### src/inc/bric_pkg.sv
// shared constants and carriers of the burst rom interface control block
package bric_pkg;

    // register map, byte addresses on the apb
    localparam logic [11:0] BRIC_CTRL_OFFSET   = 12'h000;
    localparam logic [11:0] BRIC_STATUS_OFFSET = 12'h004;
    localparam int          BRIC_ADDR_W        = 12;

    // control register layout, area 1 sits one byte below area 0
    localparam int          BRIC_AREAS         = 2;
    localparam int          BRIC_AREA_STRIDE   = 8;
    localparam int          BRIC_SEL_POS0      = 15;
    localparam int          BRIC_CYC_LSB0      = 12;
    localparam int          BRIC_WORDS_LSB0    = 8;
    localparam int          BRIC_CYC_W         = 3;
    localparam int          BRIC_WORDS_CODE_W  = 2;

    // reset value and writable bits (11, 10, 3, 2 are reserved)
    localparam logic [15:0] BRIC_CTRL_RESET    = 16'h0000;
    localparam logic [15:0] BRIC_WRITE_MASK    = 16'hf3f3;

    // decoded burst figures
    localparam logic [3:0]  BRIC_CYCLES_RESET  = 4'h1;
    localparam logic [5:0]  BRIC_MIN_WORDS     = 6'h04;

    // status register layout
    localparam int          BRIC_STAT_BURST_LSB    = 0;
    localparam int          BRIC_STAT_CONFLICT_LSB = 2;

    // bus interface chosen for one area
    typedef enum logic [1:0] {
        BRIC_MODE_BASIC     = 2'b00,
        BRIC_MODE_BYTE_SRAM = 2'b01,
        BRIC_MODE_BURST_ROM = 2'b10
    } bric_mode_t;

    // configuration handed to the external bus logic for one area
    typedef struct packed {
        bric_mode_t  mode;
        logic [3:0]  burst_cycles;
        logic [5:0]  burst_words;
    } bric_area_cfg_t;

    // apb request from the master
    typedef struct packed {
        logic                   psel;
        logic                   penable;
        logic                   pwrite;
        logic [BRIC_ADDR_W-1:0] paddr;
        logic [31:0]            pwdata;
        logic [3:0]             pstrb;
    } bric_apb_req_t;

endpackage : bric_pkg

### src/bric_area_decode.sv
`timescale 1ns/1ps
`default_nettype none

// turns one area's control fields into registered bus settings
module bric_area_decode (
    // clock and reset
    input  wire logic                    clk,
    input  wire logic                    resetn,
    // fields of this area
    input  wire logic                    burst_rom_select,
    input  wire logic [2:0]              burst_cycle_code,
    input  wire logic [1:0]              burst_words_code,
    input  wire logic                    byte_control_sram_select,
    // settings to the external bus logic
    output var  bric_pkg::bric_area_cfg_t cfg_reg,
    output logic                         conflict_reg
);
    import bric_pkg::*;

    bric_area_cfg_t cfg_next;
    logic           conflict_next;

    // burst rom select outranks the byte control sram select
    always_comb begin
        if (burst_rom_select) begin
            cfg_next.mode = BRIC_MODE_BURST_ROM;
        end else if (byte_control_sram_select) begin
            cfg_next.mode = BRIC_MODE_BYTE_SRAM;
        end else begin
            cfg_next.mode = BRIC_MODE_BASIC;
        end
        cfg_next.burst_cycles = {1'b0, burst_cycle_code} + 4'h1;
        cfg_next.burst_words  = 6'(BRIC_MIN_WORDS << burst_words_code);
    end

    // both selects set means software skipped clearing the sram select
    assign conflict_next = burst_rom_select & byte_control_sram_select;

    // registered so the bus logic sees clean levels
    always_ff @(posedge clk) begin
        if (!resetn) begin
            cfg_reg      <= '{BRIC_MODE_BASIC, BRIC_CYCLES_RESET,
                              BRIC_MIN_WORDS};
            conflict_reg <= 1'b0;
        end else begin
            cfg_reg      <= cfg_next;
            conflict_reg <= conflict_next;
        end
    end

endmodule : bric_area_decode

`default_nettype wire

### src/bric_top.sv
`timescale 1ns/1ps
`default_nettype none

// Operation
// - bit 15 set puts area 0 on burst rom, clear gives basic or sram.
// - area 0 burst cycle field, bits 14..12, gives field plus one cycles.
// - area 0 words field, bits 9..8, caps a burst at 4,8,16,32 words.
// - bit 7 set puts area 1 on burst rom, clear gives basic or sram.
// - area 1 burst cycle field, bits 6..4, gives field plus one cycles.
// - area 1 words field, bits 1..0, caps a burst at 4,8,16,32 words.
// - bits 11,10,3,2 read zero, ignore writes; all fields reset to zero.
module bric_top (
    // clock and reset
    input  wire logic                       REF_CLK,
    input  wire logic                       RESETN,
    // apb slave
    input  wire bric_pkg::bric_apb_req_t    APB_REQ,
    output logic                            PREADY,
    output logic [31:0]                     PRDATA,
    output logic                            PSLVERR,
    // byte control sram selects of areas 1 and 0
    input  wire logic [1:0]                 AREA_BCSEL,
    // per-area settings, index 0 is area 0
    output var  bric_pkg::bric_area_cfg_t [1:0] AREA_CFG,
    // area interface conflict seen, per area
    output logic [1:0]                      AREA_CONFLICT
);
    import bric_pkg::*;

    // control register and apb answer registers
    logic [15:0] burst_rom_interface_control_reg;
    logic [15:0] burst_rom_interface_control_next;
    logic        pready_reg;
    logic        pready_next;
    logic [31:0] prdata_reg;
    logic [31:0] prdata_next;
    logic        pslverr_reg;
    logic        pslverr_next;

    // apb decode
    wire         setup_phase;
    wire         access_done;
    wire         hit_ctrl;
    wire         hit_status;
    wire         hit_any;
    wire         ctrl_write;
    wire [15:0]  lane_mask;
    wire [15:0]  write_mask;
    wire [15:0]  status_word;
    wire [31:0]  read_mux;

    // per-area decoded fields
    wire [1:0]   area_select;
    wire [2:0]   area_cycle_code [BRIC_AREAS];
    wire [1:0]   area_words_code [BRIC_AREAS];
    wire [1:0]   area_burst_active;

    // decoder outputs gathered on nets so each output has a single driver
    wire bric_area_cfg_t [1:0] area_cfg_w;
    wire [1:0]                 area_conflict_w;

    // phase tracking; pready is raised only in the first access cycle
    assign setup_phase = APB_REQ.psel & ~APB_REQ.penable;
    assign access_done = APB_REQ.psel & APB_REQ.penable & pready_reg;

    // address decode, anything else is answered with pslverr
    assign hit_ctrl   = APB_REQ.paddr == BRIC_CTRL_OFFSET;
    assign hit_status = APB_REQ.paddr == BRIC_STATUS_OFFSET;
    assign hit_any    = hit_ctrl | hit_status;

    // byte strobes gate the two low lanes; reserved bits never take data
    assign lane_mask  = {{8{APB_REQ.pstrb[1]}}, {8{APB_REQ.pstrb[0]}}};
    assign write_mask = lane_mask & BRIC_WRITE_MASK;
    assign ctrl_write = access_done & APB_REQ.pwrite & hit_ctrl;

    // merge written lanes into the control word at the completing edge
    assign burst_rom_interface_control_next = ctrl_write ?
        ((burst_rom_interface_control_reg & ~write_mask) |
         (APB_REQ.pwdata[15:0] & write_mask)) :
        burst_rom_interface_control_reg;

    // status shows what the bus logic is really using
    assign status_word = 16'(({14'h0000, AREA_CONFLICT}
                               << BRIC_STAT_CONFLICT_LSB) |
                              ({14'h0000, area_burst_active}
                               << BRIC_STAT_BURST_LSB));

    // read data sampled in setup so it is steady through the access
    assign read_mux = hit_ctrl   ? {16'h0000,
                                    burst_rom_interface_control_reg} :
                      hit_status ? {16'h0000, status_word} :
                                   32'h00000000;

    assign pready_next  = setup_phase;
    assign prdata_next  = (setup_phase & ~APB_REQ.pwrite) ? read_mux :
                                                           32'h00000000;
    assign pslverr_next = setup_phase & ~hit_any;

    // short register processes, all synchronous reset
    always_ff @(posedge REF_CLK) begin
        if (!RESETN) begin
            burst_rom_interface_control_reg <= BRIC_CTRL_RESET;
        end else begin
            burst_rom_interface_control_reg <=
                burst_rom_interface_control_next;
        end
    end

    // apb answer; no wait state, pready rises in the first access cycle and prdata still comes from a flop
    always_ff @(posedge REF_CLK) begin
        if (!RESETN) begin
            pready_reg  <= 1'b0;
            prdata_reg  <= 32'h00000000;
            pslverr_reg <= 1'b0;
        end else begin
            pready_reg  <= pready_next;
            prdata_reg  <= prdata_next;
            pslverr_reg <= pslverr_next;
        end
    end

    assign PREADY  = pready_reg;
    assign PRDATA  = prdata_reg;
    assign PSLVERR = pslverr_reg;
    assign AREA_CFG      = area_cfg_w;
    assign AREA_CONFLICT = area_conflict_w;

    // one decoder per area; area a sits a byte lower for each step
    genvar a;
    generate
        for (a = 0; a < BRIC_AREAS; a++) begin : g_area
            // select bit per area
            assign area_select[a] = burst_rom_interface_control_reg[
                BRIC_SEL_POS0 - a*BRIC_AREA_STRIDE];
            // cycle code per area
            assign area_cycle_code[a] = burst_rom_interface_control_reg[
                BRIC_CYC_LSB0 - a*BRIC_AREA_STRIDE +: BRIC_CYC_W];
            // words code per area
            assign area_words_code[a] = burst_rom_interface_control_reg[
                BRIC_WORDS_LSB0 - a*BRIC_AREA_STRIDE +: BRIC_WORDS_CODE_W];
            assign area_burst_active[a] =
                AREA_CFG[a].mode == BRIC_MODE_BURST_ROM;

            // sram select from outside is only trusted when burst is off
            bric_area_decode u_decode (
                .clk                      (REF_CLK),
                .resetn                   (RESETN),
                .burst_rom_select         (area_select[a]),
                .burst_cycle_code         (area_cycle_code[a]),
                .burst_words_code         (area_words_code[a]),
                .byte_control_sram_select (AREA_BCSEL[a]),
                .cfg_reg                  (area_cfg_w[a]),
                .conflict_reg             (area_conflict_w[a])
            );
        end
    endgenerate

    // area 0 interface follows bit 15 one edge later
    AST_A0_SELECT: assert property (
        @(posedge REF_CLK) disable iff (!RESETN)
        $past(RESETN) |->
            ((AREA_CFG[0].mode == BRIC_MODE_BURST_ROM) ==
             $past(burst_rom_interface_control_reg[15])))
        else $error("area 0 interface does not follow its select bit");

    // area 0 burst length is code plus one
    AST_A0_CYCLES: assert property (
        @(posedge REF_CLK) disable iff (!RESETN)
        $past(RESETN) |->
            (AREA_CFG[0].burst_cycles ==
             {1'b0, $past(burst_rom_interface_control_reg[14:12])} + 4'h1))
        else $error("area 0 burst cycle count wrong");

    // area 0 word limit for code 3 is four shifted by three, 32 words
    AST_A0_WORDS: assert property (
        @(posedge REF_CLK) disable iff (!RESETN)
        ($past(RESETN) && $past(burst_rom_interface_control_reg[9:8]) ==
         2'h3) |-> (AREA_CFG[0].burst_words == 6'h20))
        else $error("area 0 word limit for code 3 is not 32");

    // area 1 interface is off burst rom one edge after bit 7 is clear
    AST_A1_SELECT: assert property (
        @(posedge REF_CLK) disable iff (!RESETN)
        ($past(RESETN) && !$past(burst_rom_interface_control_reg[7])) |->
            (AREA_CFG[1].mode != BRIC_MODE_BURST_ROM))
        else $error("area 1 in burst mode with select clear");

    // area 1 burst length is code plus one
    AST_A1_CYCLES: assert property (
        @(posedge REF_CLK) disable iff (!RESETN)
        $past(RESETN) |->
            (AREA_CFG[1].burst_cycles ==
             {1'b0, $past(burst_rom_interface_control_reg[6:4])} + 4'h1))
        else $error("area 1 burst cycle count wrong");

    // area 1 word limit, smallest code gives four words
    AST_A1_WORDS: assert property (
        @(posedge REF_CLK) disable iff (!RESETN)
        ($past(RESETN) && $past(burst_rom_interface_control_reg[1:0]) ==
         2'h0) |-> (AREA_CFG[1].burst_words == 6'h04))
        else $error("area 1 word limit for code 0 is not 4");

    // reserved bits stay zero whatever is written
    AST_RESERVED_ZERO: assert property (
        @(posedge REF_CLK) disable iff (!RESETN)
        (burst_rom_interface_control_reg & 16'h0c0c) == 16'h0000)
        else $error("reserved control bit became set");

    // after reset both areas start off burst rom
    AST_RESET_STATE: assert property (
        @(posedge REF_CLK)
        !RESETN |=> (burst_rom_interface_control_reg == 16'h0000)
                    ##1 (AREA_CFG[0].mode != BRIC_MODE_BURST_ROM &&
                         AREA_CFG[1].mode != BRIC_MODE_BURST_ROM))
        else $error("control not cleared by reset");

    // a full-width write lands as masked data on the next edge
    AST_WRITE_LANDS: assert property (
        @(posedge REF_CLK) disable iff (!RESETN)
        (ctrl_write && APB_REQ.pstrb[1:0] == 2'b11) |=>
            (burst_rom_interface_control_reg ==
             ($past(APB_REQ.pwdata[15:0]) & 16'hf3f3)))
        else $error("control write not stored");

    // pready lasts exactly one cycle after each setup
    AST_READY_PULSE: assert property (
        @(posedge REF_CLK) disable iff (!RESETN)
        setup_phase |=> PREADY ##1 !PREADY)
        else $error("pready not a single cycle after setup");

    // area 0 word limit for every code
    AST_A0_WORDS_ALL: assert property (
        @(posedge REF_CLK) disable iff (!RESETN)
        $past(RESETN) |->
            (($past(burst_rom_interface_control_reg[9:8]) == 2'h0 &&
              AREA_CFG[0].burst_words == 6'h04) ||
             ($past(burst_rom_interface_control_reg[9:8]) == 2'h1 &&
              AREA_CFG[0].burst_words == 6'h08) ||
             ($past(burst_rom_interface_control_reg[9:8]) == 2'h2 &&
              AREA_CFG[0].burst_words == 6'h10) ||
             ($past(burst_rom_interface_control_reg[9:8]) == 2'h3 &&
              AREA_CFG[0].burst_words == 6'h20)))
        else $error("area 0 word limit does not match its code");

    // area 1 word limit for every code
    AST_A1_WORDS_ALL: assert property (
        @(posedge REF_CLK) disable iff (!RESETN)
        $past(RESETN) |->
            (($past(burst_rom_interface_control_reg[1:0]) == 2'h0 &&
              AREA_CFG[1].burst_words == 6'h04) ||
             ($past(burst_rom_interface_control_reg[1:0]) == 2'h1 &&
              AREA_CFG[1].burst_words == 6'h08) ||
             ($past(burst_rom_interface_control_reg[1:0]) == 2'h2 &&
              AREA_CFG[1].burst_words == 6'h10) ||
             ($past(burst_rom_interface_control_reg[1:0]) == 2'h3 &&
              AREA_CFG[1].burst_words == 6'h20)))
        else $error("area 1 word limit does not match its code");

    // area 1 set select always means burst rom
    AST_A1_BURST_SET: assert property (
        @(posedge REF_CLK) disable iff (!RESETN)
        ($past(RESETN) && $past(burst_rom_interface_control_reg[7])) |->
            (AREA_CFG[1].mode == BRIC_MODE_BURST_ROM))
        else $error("area 1 not in burst mode with select set");

    // select clear and sram select set gives byte control sram on area 0
    AST_A0_SRAM_MODE: assert property (
        @(posedge REF_CLK) disable iff (!RESETN)
        ($past(RESETN) && !$past(burst_rom_interface_control_reg[15]) &&
         $past(AREA_BCSEL[0])) |->
            (AREA_CFG[0].mode == BRIC_MODE_BYTE_SRAM))
        else $error("area 0 not byte control sram with select clear");

    // area 1 conflict flags both selects set one edge earlier
    AST_A1_CONFLICT: assert property (
        @(posedge REF_CLK) disable iff (!RESETN)
        $past(RESETN) |->
            (AREA_CONFLICT[1] ==
             ($past(burst_rom_interface_control_reg[7]) &&
              $past(AREA_BCSEL[1]))))
        else $error("area 1 conflict flag wrong");

    // an error is only ever shown together with pready
    AST_ERR_WITH_READY: assert property (
        @(posedge REF_CLK) disable iff (!RESETN)
        PSLVERR |-> PREADY)
        else $error("pslverr raised without pready");

    // read data is zero outside the access cycle
    AST_IDLE_DATA: assert property (
        @(posedge REF_CLK) disable iff (!RESETN)
        !PREADY |-> (PRDATA == 32'h00000000))
        else $error("prdata not zero outside an access");

    // a control read returns the register with the upper half zero
    AST_CTRL_READ: assert property (
        @(posedge REF_CLK) disable iff (!RESETN)
        (setup_phase && hit_ctrl && !APB_REQ.pwrite) |=>
            (PRDATA == {16'h0000, $past(burst_rom_interface_control_reg)}))
        else $error("control read data wrong");

    // an unmapped place answers with an error and zero data
    AST_UNMAPPED_ERR: assert property (
        @(posedge REF_CLK) disable iff (!RESETN)
        (setup_phase && !hit_any) |=>
            (PSLVERR && PRDATA == 32'h00000000))
        else $error("unmapped access not refused");

    // writes to status or an unmapped place leave the control alone
    AST_IGNORED_WRITE: assert property (
        @(posedge REF_CLK) disable iff (!RESETN)
        (access_done && APB_REQ.pwrite && !hit_ctrl) |=>
            $stable(burst_rom_interface_control_reg))
        else $error("write outside the control register landed");

endmodule : bric_top

`default_nettype wire

### config.mk
export PLATFORM = sky130hd
export DESIGN_NAME = bric_top
export DESIGN_NICKNAME = d
export VERILOG_FILES = /design/src/inc/bric_pkg.sv /design/src/bric_area_decode.sv /design/src/bric_top.sv
export SDC_FILE = /design/constraint.sdc
export NUM_CORES = 1
export LEC_CHECK = 0
export ABC_AREA = 1
export BUFFER_PORTS_ARGS = -buffer_cell sky130_fd_sc_hd__buf_2
export CAP_MARGIN = 20
export CORE_UTILIZATION = 46
export DETAILED_ROUTE_END_ITERATION = 8
export MAX_ROUTING_LAYER = met4
export PLACE_DENSITY = 0.84
export SYNTH_ARGS = -nofsm -noshare
export SYNTH_HDL_FRONTEND = slang
export SYNTH_HIERARCHICAL = 1
export SYNTH_SLANG_ARGS = --single-unit
export TNS_END_PERCENT = 50
### constraint.sdc
create_clock -name REF_CLK -period 1.9 [get_ports REF_CLK]
set_clock_uncertainty 0.2 [all_clocks]
set_input_delay 0.38 -clock REF_CLK [delete_from_list [all_inputs] [get_ports REF_CLK]]
set_output_delay 0.38 -clock REF_CLK [all_outputs]
set_load 0.01 [all_outputs]
Yosys cells after proc, flatten, opt, wreduce, memory -nomap -nowiden:

Cells that the tools add are included.

* register bits: 76
* output and inout bits: 60
* logic and storage cells: 53

* add/subtract/negate cells: 2
* eq/ne operators: 3
* shift-type cells: 2
* muxes and demuxes: 6
* bitwise operators: 20
* reduce and logical (&&, ||, !) cells: 5

Operator list (number)
* $and 16x16->16: 2
* $mux 16: 1
* $not 16->16: 1
* $or 16x16->16: 1
* $eq 12x3->1 const B: 1
* $logic_not 12->1: 1
* $shl 3x2->6 const A: 2
* $and 1x1->1: 9
* $add 3x1->4 const B: 2
* $not 1->1: 5
* $eq 2x2->1 const B: 2
* $mux 2: 2
* $mux 4: 1
* $or 4x2->4: 1
* $reduce_or 2->1: 2
* $reduce_or 3->1: 1
* $mux 1: 2
* $reduce_and 2->1: 1
* $or 1x1->1: 1

Depth between registers and ports, before layout:

* word-level depth: 5
* mapped depth: 8
* gate-level depth less buffers: 7

By module:

Netlist, hierarchy kept.

By module, submodules not included
* bric_top: instances 1, cells an instance 162, area each 1193.6 sq um, sequential area each 560.5 sq um
* bric_area_decode: instances 2, cells an instance 38, area each 356.6 sq um, sequential area each 220.2 sq um

Worst setup path before layout:

Ideal clock, no wire load.

* path type: input-to-reg
* from: input port APB_REQ[47] in the netlist's numbering
* to: register (tool-made name)
* arrival time: 1.123 ns
* data required time: 1.587 ns
* path slack: 0.464 ns
* cell stages on the path: 7
* cells stage by stage: nor2_1 nand2_1 nor2_4 nand4_2 buf_6 nor2_1 nor2_1

RTL lines
* start: declaration: line bric_top.sv:17 `input wire bric_pkg::bric_apb_req_t APB_REQ,`

==> impl_metrics.json <==
{
  "met1_usage_pct": 18.5,
  "hold_viol": 0,
  "endpoint_kind": "flop",
  "cts_buffers": 5,
  "grt_util_met3_pct": 3.79,
  "num_rows": 23,
  "drt_pass1_iterations": 4,
  "cap_violations": 0,
  "required_ns": 1.94,
  "synth_cell_type_count": 19,
  "crit_type": "flop to flop",
  "chipHeight_um": 66.4,
  "grt_pass1_wl_um": 5530,
  "p_leak_nw": 1.24,
  "holdWs_ns": 0.0686,
  "grt_max_degree": 29,
  "gr-total-overflow": 0,
  "cts_tree": "yes",
  "clkTransAtPathRegs_ns": 0.09,
  "wirelength_um": 3430,
  "busiest_layer": "met2",
  "via_count": 1517,
  "first_global_vias": 1347,
  "p_seq_share_pct": 56.2,
  "met2_usage_pct": 30.7,
  "instances_no_fill": 359,
  "antenna_found_initial": 0,
  "dieArea_um2": 4410,
  "finalCriticalPeriod_ns": 1.52,
  "grt_usage_pct": 17.3,
  "combPwrFrac_pct": 4.8,
  "syn-cell-area_um2": 1910,
  "postRouteAntennaNets": 0,
  "ir_drop_uv": 400,
  "crit_path_start_kind": "flop",
  "hp-class": "primary input to flop",
  "cts_resized": 0,
  "worst-path-buf-inv": 0,
  "drive_gt1_share_pct": 30.1,
  "fin_crit_sh_pct": 80.2,
  "ys_warn_count": 6,
  "fmax_ghz": 0.656,
  "drc": 0,
  "synth-seq-area-share_pct": 52.5,
  "nets": 365,
  "die_x_um": 66.4,
  "viasPerCell": 4.23,
  "numPortBuffers": 70,
  "cts.sinks": 50,
  "start_util_pct": 47.7,
  "power_frac_clock_pct": 39.0,
  "coreArea_um2": 4000,
  "path_cells": "nand3_1 > nor2_1 > nand4_2 > nand2_1 > nand2_1 > nor2_1",
  "slowest_delay_ns": 0.34,
  "dp_hpwl_um": 2590,
  "dp_cells": 351,
  "power_mw": 1.87,
  "clk_latency_ns": 0.30,
  "utilization_pct": 57.4,
  "synth_seq_cells": 50,
  "synthCells": 238,
  "crit_slowest_cell": "nand4_2",
  "cts.path.max_buffers": 2,
  "internal-power_mw": 1.48,
  "status": "finished clean",
  "power_density_nw_per_um2": 816,
  "drtIter0Drc": 68,
  "rsz0062_at_grt": "no",
  "cts_setup_buffers": 0,
  "arrival_ns": 1.56,
  "switchingPower_mw": 0.396,
  "io_pins": 115,
  "h-tree-depth": 2,
  "gp_congestion": 0.789,
  "setup_violations": 0,
  "cp_max_fo": 12,
  "wire_per_inst_um": 9.55,
  "cpLargestDelayFamily": "simple AND/OR/NAND/NOR gates",
  "area_growth_pct": 20.4,
  "ctsHoldBuffers": 0,
  "swShare_pct": 21.1,
  "cts-root-buf": "clkbuf_8",
  "synth.avg_cell_area_um2": 8.01,
  "antenna_cells": 0,
  "setup_tns_ns": 0,
  "drv_slew": 0
}
## routing by layer
metal / wire, um / part of all wire, %
met3: 211 / 6.2
met1: 1520 / 44
met2: 1660 / 48
met5: 0 / 0
met4: 29 / 0.85
## cell type report
type,count,area [um2]
inverters,30,113
fillers,377,1700
clock buffers,6,72.6
clock inverters,2,37.5
flip-flops and latches,50,1000
well taps,50,62.6
multi-input cells,149,644
repair buffers,72,365
## final timing paths
kind              slack, ns   startpoint                       endpoint  depth (start not counted)
setup reg to reg       0.38       PREADY                           flop                          6
setup / recovery       0.38       PREADY                           flop                          6
hold reg to reg        0.24         flop  g_area[1].u_decode/cfg_reg[6]                          1
hold / removal         0.07  APB_REQ[49]                         PREADY                          2
## cells in the mapped netlist
cell	count	area share (%)
nor2_1	56	11
nor2_4	1	0.59
inv_1	29	5.7
a21oi_1	1	0.26
buf_6	4	2.4
dfxtp_1	50	52
nor2_2	4	1.3
nand4_1	2	0.66
nand4_2	2	1.3
nand2_2	6	2.0
o21ai_0	2	0.52
buf_2	2	0.52
ha_1	2	1.3
o22ai_1	2	0.66
nand2_1	46	9.1
inv_2	1	0.20
nand3_1	3	0.79
buf_4	22	8.7
conb_1	3	0.59
## cells in the final DEF, fill, tap and decap left out, drive strengths merged
cell	synthesis	layout
buf	28	72
nor2	61	61
nand2	52	52
dfxtp	50	50
inv	30	30
conb	3	22
clkbuf	0	6
nand4	4	4
nand3	3	3
o22ai	2	2
o21ai	2	2
ha	2	2
a21oi	1	1
bufinv	0	1
clkinvlp	0	1
## cells by family after synthesis
family / count (synthesis) / synth area share, %
DFF: 50 / 52.5
buffers and inverters: 58 / 17.5
adders and majority gates: 2 / 1.31
and+or+nand+nor: 120 / 26.7
other: 3 / 0.591
AOI/OAI and AO/OA: 5 / 1.44
## power groups by stage
stage,registers [mW],clock network [mW],logic (mW)
final,1.05,0.731,0.0899
after detailed placement,1.08,0,0.0893
after global placement,1.08,0,0.0893
after global routing,1.05,0.778,0.102
after CTS,1.05,0.743,0.0896
after floorplan,1.08,0,0.0806
## through the flow
stage                     setup WS [ns]  area (um2)
after floorplan                   0.464        1980
after global placement            0.176        2190
after detailed placement          0.119        2190
after CTS                         0.365        2300
after global routing              0.234        2300
final                             0.376        2300
No activity file was read; power rests on OpenSTA's default activity.
